==> config.mk <==
export PLATFORM = sky130hd
export DESIGN_NAME = mrc_exec
export DESIGN_NICKNAME = d
export VERILOG_FILES = /design/src/verilog/mrc_pkg.sv /design/src/verilog/mrc_decode.sv /design/src/verilog/mrc_exec.sv
export SDC_FILE = /design/constraint.sdc
export NUM_CORES = 1
export LEC_CHECK = 0
export BUFFER_PORTS_ARGS = -buffer_cell sky130_fd_sc_hd__buf_4
export CAP_MARGIN = 25
export CORE_ASPECT_RATIO = 1.5
export CORE_MARGIN = 10
export CORE_UTILIZATION = 53
export CTS_CLUSTER_SIZE = 16
export DETAILED_ROUTE_END_ITERATION = 16
export HOLD_SLACK_MARGIN = 0.1
export PLACE_DENSITY = 0.83
export SLEW_MARGIN = 20
export SYNTH_ARGS = -nofsm -noshare
export SYNTH_HDL_FRONTEND = slang
export SYNTH_SLANG_ARGS = --single-unit
==> constraint.sdc <==
create_clock -name CLK -period 3.1 [get_ports CLK]
set_input_delay 0.31 -clock CLK [delete_from_list [all_inputs] [get_ports CLK]]
set_output_delay 0.31 -clock CLK [all_outputs]
set_load 0.1 [all_outputs]
==> src/verilog/mrc_pkg.sv <==
`default_nettype none
package mrc_pkg;
  // Instruction word layout
  localparam int MRC_IW = 14;
  localparam logic [13:0] MRC_OP_CFG_LOAD = 14'h0062; // Legacy config load
  localparam logic [13:0] MRC_OP_IRQ_RET = 14'h0009; // Return from interrupt
  localparam logic [13:0] MRC_MOVE_MASK = 14'h3F80; // Fixed bits of move
  localparam logic [13:0] MRC_MOVE_PAT = 14'h0080; // Move pattern
  localparam logic [13:0] MRC_IDLE_MASK = 14'h3F9F; // Fixed bits of idle
  localparam logic [13:0] MRC_IDLE_PAT = 14'h0000; // Idle pattern
  // Interrupt control register
  localparam int MRC_GLOBAL_IRQ_ENABLE_BIT = 7; // Global enable bit position
  localparam logic [6:0] MRC_IRQ_CTRL_ADDR = 7'h0B; // Address of irq control
  localparam logic [6:0] MRC_CFG_ADDR = 7'h01; // File address of config reg
  localparam logic [7:0] MRC_CFG_RESET = 8'hFF; // Config value after reset
  localparam logic [7:0] MRC_IRQ_RESET = 8'h00; // Irq control after reset
  localparam logic [1:0] MRC_PHASE_RESET = 2'h0; // Phase after reset
  localparam logic [1:0] MRC_PH_Q2 = 2'h1; // Second phase
  localparam logic [1:0] MRC_PH_Q3 = 2'h2; // Third phase
  localparam logic [1:0] MRC_PH_Q4 = 2'h3; // Fourth phase
  // Decoded instruction kinds
  typedef enum logic [2:0] {MRC_K_IDLE, MRC_K_MOVE, MRC_K_RET, MRC_K_CFG, MRC_K_OTHER} mrc_kind_e;
endpackage : mrc_pkg
`default_nettype wire

==> src/verilog/mrc_decode.sv <==
`timescale 1ns/100ps
`default_nettype none
module mrc_decode
  import mrc_pkg::*;
(
  input wire logic [13:0] iw, // Instruction word
  output mrc_kind_e kind // Decoded kind
);
  ////////////////////////////////////////////////////////////////
  // Pattern match, exact words first
  always_comb
  begin
    if (iw == MRC_OP_CFG_LOAD)
      kind = MRC_K_CFG;
    else if (iw == MRC_OP_IRQ_RET)
      kind = MRC_K_RET;
    else if ((iw & MRC_MOVE_MASK) == MRC_MOVE_PAT)
      kind = MRC_K_MOVE;
    else if ((iw & MRC_IDLE_MASK) == MRC_IDLE_PAT)
      kind = MRC_K_IDLE;
    else
      kind = MRC_K_OTHER;
  end
endmodule : mrc_decode
`default_nettype wire

==> src/verilog/mrc_exec.sv <==
`timescale 1ns/100ps
`default_nettype none
module mrc_exec
  import mrc_pkg::*;
(
  input wire logic CLK, // Core clock
  input wire logic RST_N, // Sync reset, active low
  input wire logic [13:0] IWORD, // Instruction word, held for cycle
  input wire logic [7:0] WREG, // Working accumulator
  input wire logic [7:0] FILE_RDATA, // Read data of other file regs
  output logic [1:0] PHASE, // Current phase, 0..3
  output logic FETCH, // High in phase 4 when next word due
  output logic FILE_WE, // File write strobe
  output logic [6:0] FILE_ADDR, // File write address
  output logic [7:0] FILE_WDATA, // File write data
  output logic STACK_POP, // Stack pop strobe into PC
  output logic GLOBAL_IRQ_ENABLE, // Global irq enable level
  output logic [7:0] CFG_REG, // Timer prescaler config register
  output logic [7:0] RDATA // Read data at file address
);
  ////////////////////////////////////////////////////////////////
  // State
  typedef struct packed {
    logic [1:0] phase; // Phase counter
    logic idle2; // Second, idle cycle of a return
    logic [7:0] cfg; // Config register
    logic [7:0] irq; // Irq control register
    logic we; // Write strobe
    logic [6:0] addr; // Write address
    logic [7:0] wdata; // Write data
    logic pop; // Pop strobe
  } mrc_state_s;

  mrc_state_s st; // Registered state
  mrc_state_s next_st; // Next state
  mrc_kind_e kind; // Decoded kind

  ////////////////////////////////////////////////////////////////
  // Address match, shared by the commit and the readback path
  function automatic logic addr_hit(input logic [6:0] addr, input logic [6:0] target);
    return addr == target;
  endfunction : addr_hit

  ////////////////////////////////////////////////////////////////
  // Decoder
  mrc_decode u_dec (
    .iw(IWORD),
    .kind(kind)
  );

  ////////////////////////////////////////////////////////////////
  // Next state
  always_comb
  begin
    next_st = st;
    next_st.phase = st.phase + 2'd1;
    next_st.we = 1'b0;
    next_st.pop = 1'b0;
    // Writes by address from other instructions are outside; move only here
    if (st.phase == MRC_PHASE_RESET && !st.idle2)
    begin
      case (kind)
        MRC_K_MOVE:
        begin
          // Move: commit to file in phase four
          next_st.addr = IWORD[6:0];
          next_st.wdata = WREG;
        end
        default:
        begin
          next_st.addr = st.addr;
        end
      endcase
    end
    if (st.phase == MRC_PH_Q3 && !st.idle2)
    begin
      case (kind)
        MRC_K_MOVE:
        begin
          next_st.we = 1'b1;
          // Commit the data captured in phase one, so that the file
          // strobe and the mirrored registers always carry one value
          if (addr_hit(st.addr, MRC_CFG_ADDR))
            next_st.cfg = st.wdata;
          if (addr_hit(st.addr, MRC_IRQ_CTRL_ADDR))
            next_st.irq = st.wdata;
        end
        MRC_K_CFG:
          next_st.cfg = WREG;
        MRC_K_RET:
          next_st.pop = 1'b1;
        default:
          next_st.we = 1'b0; // Idle and others: nothing here
      endcase
    end
    // Global enable set in third phase of the return
    if (st.phase == MRC_PH_Q2 && !st.idle2 && kind == MRC_K_RET)
      next_st.irq[MRC_GLOBAL_IRQ_ENABLE_BIT] = 1'b1;
    // Second cycle of the return is idle
    if (st.phase == MRC_PH_Q4)
      next_st.idle2 = !st.idle2 && kind == MRC_K_RET;
  end

  ////////////////////////////////////////////////////////////////
  // Registers
  always_ff @(posedge CLK)
  begin
    if (!RST_N)
    begin
      st <= '0;
      st.phase <= MRC_PHASE_RESET;
      st.cfg <= MRC_CFG_RESET;
      st.irq <= MRC_IRQ_RESET;
    end
    else
      st <= next_st;
  end

  ////////////////////////////////////////////////////////////////
  // Outputs
  assign PHASE = st.phase;
  // No fetch at the end of a return's first cycle: the word must
  // stand through the idle second cycle as well
  assign FETCH = (st.phase == MRC_PH_Q4) && !(kind == MRC_K_RET && !st.idle2);
  assign FILE_WE = st.we;
  assign FILE_ADDR = st.addr;
  assign FILE_WDATA = st.wdata;
  assign STACK_POP = st.pop;
  assign GLOBAL_IRQ_ENABLE = st.irq[MRC_GLOBAL_IRQ_ENABLE_BIT];
  assign CFG_REG = st.cfg;
  // Readback of config and irq control by file address
  assign RDATA = addr_hit(IWORD[6:0], MRC_CFG_ADDR) ? st.cfg :
                 addr_hit(IWORD[6:0], MRC_IRQ_CTRL_ADDR) ? st.irq : FILE_RDATA;

  ////////////////////////////////////////////////////////////////
  // Checks
  // All checks run on the core clock and sleep through reset.
  // They watch what this block drives, plus its WREG and IWORD inputs.

  // Config load takes the accumulator
  // seen in the third phase
  chk_cfg_load: assert property (@(posedge CLK) disable iff (!RST_N)
    (st.phase == MRC_PH_Q3 && !st.idle2 && kind == MRC_K_CFG) |=> (CFG_REG == $past(WREG)))
    else $error("config load missed");
  // Return sets the enable in phase three,
  // then pops in phase four
  chk_ret_enable: assert property (@(posedge CLK) disable iff (!RST_N)
    (st.phase == MRC_PH_Q2 && !st.idle2 && kind == MRC_K_RET) |=> GLOBAL_IRQ_ENABLE ##1 STACK_POP)
    else $error("return enable or pop wrong");
  // Four idle phases follow the pop
  // with no file strobe
  chk_ret_idle: assert property (@(posedge CLK) disable iff (!RST_N)
    STACK_POP |=> (st.idle2 && !FILE_WE) [*4])
    else $error("return second cycle not idle");
  // Move data is the accumulator of phase one,
  // written in phase four
  chk_move_we: assert property (@(posedge CLK) disable iff (!RST_N)
    FILE_WE |-> (PHASE == MRC_PH_Q4) && (FILE_WDATA == $past(WREG, 3)))
    else $error("move write wrong phase");
  // Config load never opens
  // a second cycle
  chk_one_cycle: assert property (@(posedge CLK) disable iff (!RST_N)
    (FETCH && !st.idle2 && kind == MRC_K_CFG) |=> !st.idle2)
    else $error("config load not one cycle");
  // A move to the config address
  // lands in the config register
  chk_cfg_addr: assert property (@(posedge CLK) disable iff (!RST_N)
    (FILE_WE && FILE_ADDR == MRC_CFG_ADDR) |-> CFG_REG == FILE_WDATA)
    else $error("config not file addressable");
  // Phase counter steps by one
  // on every clock
  chk_phase_step: assert property (@(posedge CLK) disable iff (!RST_N)
    1'b1 |=> PHASE == $past(PHASE) + 2'h1)
    else $error("phase did not step");
  // File strobe is a single
  // clock pulse
  chk_we_pulse: assert property (@(posedge CLK) disable iff (!RST_N)
    FILE_WE |=> !FILE_WE)
    else $error("file strobe too long");
  // Pop only in phase four, and the word
  // is not replaced at that point
  chk_pop_phase: assert property (@(posedge CLK) disable iff (!RST_N)
    STACK_POP |-> (PHASE == MRC_PH_Q4) && !FETCH)
    else $error("pop in wrong phase");
  // Idle and unknown words
  // raise no strobe
  chk_idle_quiet: assert property (@(posedge CLK) disable iff (!RST_N)
    (PHASE == MRC_PHASE_RESET && !st.idle2 && (kind == MRC_K_IDLE || kind == MRC_K_OTHER))
    |=> (!FILE_WE && !STACK_POP) [*4])
    else $error("idle word had an effect");
  // Config changes only on entry
  // to phase four
  chk_cfg_steady: assert property (@(posedge CLK) disable iff (!RST_N)
    (PHASE != MRC_PH_Q4) |-> $stable(CFG_REG))
    else $error("config changed off phase");
  // Enable never changes on entry
  // to phase one or two
  chk_enable_steady: assert property (@(posedge CLK) disable iff (!RST_N)
    (PHASE == MRC_PHASE_RESET || PHASE == MRC_PH_Q2) |-> $stable(GLOBAL_IRQ_ENABLE))
    else $error("enable changed off phase");
  // Write address is the field
  // of the word in phase one
  chk_move_addr: assert property (@(posedge CLK) disable iff (!RST_N)
    FILE_WE |-> FILE_ADDR == $past(IWORD[6:0], 3))
    else $error("move address wrong");
  // Moves elsewhere leave
  // the config register alone
  chk_cfg_other: assert property (@(posedge CLK) disable iff (!RST_N)
    (FILE_WE && FILE_ADDR != MRC_CFG_ADDR) |-> $stable(CFG_REG))
    else $error("config hit by other move");
  // Idle second cycle opens
  // only after a pop
  chk_idle2_cause: assert property (@(posedge CLK) disable iff (!RST_N)
    $rose(st.idle2) |-> $past(STACK_POP))
    else $error("idle cycle without return");
endmodule : mrc_exec
`default_nettype wire

==> run summary <==
Int Pwr -> 0.000801 W
Vias per cell -> 5.48
Sw Ratio -> 26.1%
Final wirelength -> 5070 um
# port buffers -> 68
Num CTS Buffers -> 5
Seq/Total Area, Yosys -> 37.6%
Hold_buf cts -> 0
Clock skew -> 5.68 ps
Global-route wire length before repair -> 8710 um
WL met1 -> 1960 um
Place WS -> 580 ps
Clk root buf -> clkbuf_8
Worst-path fanout max -> 8
Top sig layer -> met4
CTS clk-pin slew, worst paths -> 70 ps
Vias in the first global route -> 1827
WL met2 -> 2680 um
Unrepaired setup endpoints after global routing -> no
Leakage -> 1.08 nW
Initial DRT Pass Iterations -> 4
Power Density -> 446 nW/um2
Post-synth top area cell -> dfxtp_1
Post-route ant nets -> 0
CP arrival -> 2210 ps
Row cnt -> 26
YS warnings -> 0
Post-synth EDFFs -> 0
CP endpoint -> RDATA[5]
Final Hold Viols -> 0
TritonCTS clock tree -> yes
Clk sinks -> 36
Syn_nets -> 250
Post_cts resized -> 0
Placer Congestion -> 0.821
Total gr overflow -> 0
R2r endpoint -> CFG_REG[4]
Design Power -> 0.00108 W
Avg Cell Area, Syn -> 8.96 um2
ANT cells -> 0
Initial antenna violation count -> 0
Cells after Synth -> 214
DR WL met3 -> 337 um
Reg2Reg Depth -> 4
Fmax achieved -> 397 MHz
Layout cells sized above 1 -> 36.8%
Final Net Count -> 296
Critical R2R Launch -> FILE_ADDR[2]
WP data required -> 2790 ps
Cell Count, Final, Fillers Out -> 303
Reg2Reg Setup Slack -> 1120 ps
Share of power burned in registers -> 43.2%
Bufs on Longest Clock Path -> 2
Tcrit/Tclk final -> 81.2%
Setup ws final -> 582 ps
1st-iter DRT viols -> 91
Critical path class -> in -> out
Initial Util -> 55.6%
Fraction of registers with async set/reset -> 0%
Comb pwr share -> 14.9%
Slew Limit Headroom -> 59.0%
Crit end category -> output pin
Post-DP HPWL -> 3940 um
Setup crit start kind -> primary input
Worst Hold Class -> in -> reg
Largest net degree at the start of global routing -> 18
Core outline area -> 3450 um2
Clock network fraction of design power -> 41.9%
FF+latch count, synth -> 36
Chip height -> 93.7 um
Die X-Extent -> 69.1 um
Least-Margin Pin Slew -> 613 ps
CTS HTree Levels -> 2
Setup bufs post-CTS -> 0
DIE AREA -> 6480 um2
Via count -> 1661
Tmin final -> 2520 ps
Sw power -> 0.000283 W
Top_reg_cell synth -> dfxtp_1
Synth Cell Area -> 1920 um2
Worst vdd ir -> 0.417 mV
Maxcap violations -> 0
DR DRC count -> 0
Cells after DPL -> 295
Final slew viol count -> 0
Synth top area share -> 37.6%
Worst Setup SP -> IWORD[2]
Status -> finished clean
Synth cell count leaders -> dfxtp_1 (36), nor2_1 (36), mux2i_1 (31)
IO Count -> 69
Synth area leaders -> dfxtp_1 (38%), mux2i_1 (16%), buf_4 (9.8%)
Synth unique cells -> 37
Drt wl/cell -> 16.7 um
Final Setup Violations -> 0
Setup TNS -> 0 ps
Total GRT Usage -> 16.1%
Later-pin clock latency in the skew report -> 290 ps
Area Overhead vs Synth -> 26.9%
==> layout by cell type (no fill, tap or decap), types with 2 or more instances in the layout <==
cell type,instances
o21ai_0,7
a22oi_1,8
a21oi_1,7
nor4_1,3
inv_1,5
mux2i_1,31
nand3_1,8
a21oi_2,8
and3_1,2
or4_1,2
ha_1,4
dfxtp_1,36
nand2_1,2
buf_4,72
or4_4,2
nand4_1,2
nor2_1,36
clkbuf_8,7
nor3_1,2
==> flip-flops by register name (all words and copies together), names as in the netlist <==
name               flops
PHASE                  2
FILE_WDATA             8
GLOBAL_IRQ_ENABLE      1
CFG_REG                8
FILE_ADDR              7
st                     8
STACK_POP              1
FILE_WE                1
==> critical path, cell delays in order <==
cell	delay, ps
buf_4	120
nor4_1	440
nand4_1	580
mux2i_1	280
a21oi_2	170
buf_4	300
==> per-stage QoR <==
stage | hold slack [ps] | util, % | instance area [um2]
after CTS | 265 | 70.6 | 2430
after detailed placement | 466 | 66.9 | 2310
final | 265 | 70.6 | 2430
after global routing | 275 | 70.6 | 2430
after global placement | 459 | 66.9 | 2310
after floorplan | 432 | - | 1950
==> kinds of logic (layout without fill, tap and decap cells) <==
kind of cell,count (synthesis),in the layout,share of synthesized area [%]
muxes,31,31,16.2
adders and majority gates,4,4,2.61
buffers and inverters,38,85,13.2
DFF,36,36,37.6
and+or+nand+nor,70,70,19.3
AOI/OAI and AO/OA,35,35,11.2
==> power groups by stage <==
stage               Sequential [W]  Clock [W]  Combinational, W
floorplan                 0.000478          0          0.000106
global placement          0.000479          0          0.000160
detailed placement        0.000479          0          0.000162
CTS                       0.000468   0.000458          0.000163
global route              0.000469   0.000481          0.000173
finish                    0.000468   0.000455          0.000161
==> layout make-up <==
| type | count | area (um2) |
|---|---|---|
| Clock buffer | 7 | 96.3 |
| Clock inverter | 1 | 30.0 |
| Fill cell | 295 | 1010 |
| Inverter | 5 | 18.8 |
| Multi-Input combinational cell | 140 | 975 |
| Sequential cell | 36 | 721 |
| Tap cell | 42 | 52.6 |
| Timing Repair Buffer | 72 | 541 |
==> per-layer routing <==
metal	vias to the layer above	track usage (%)
met2	54	28.7
li1	819	-
met5	-	0
met1	778	16.9
met4	0	7.07
met3	10	4.87
==> worst min-delay path by stage <==
stage | cells after the start | to | slack (ps) | startpoint
6_report | 3 | FILE_WDATA[7] | 260 | WREG[7]
4_1_cts | 3 | FILE_WDATA[7] | 270 | WREG[7]
3_5_place_dp | 2 | st[22] | 470 | st[22]
3_3_place_gp | 2 | st[19] | 460 | st[19]
5_1_grt | 3 | FILE_WDATA[3] | 280 | WREG[3]
2_1_floorplan | 1 | PHASE[1] | 430 | RST_N
No activity file was read; power rests on OpenSTA's default activity.
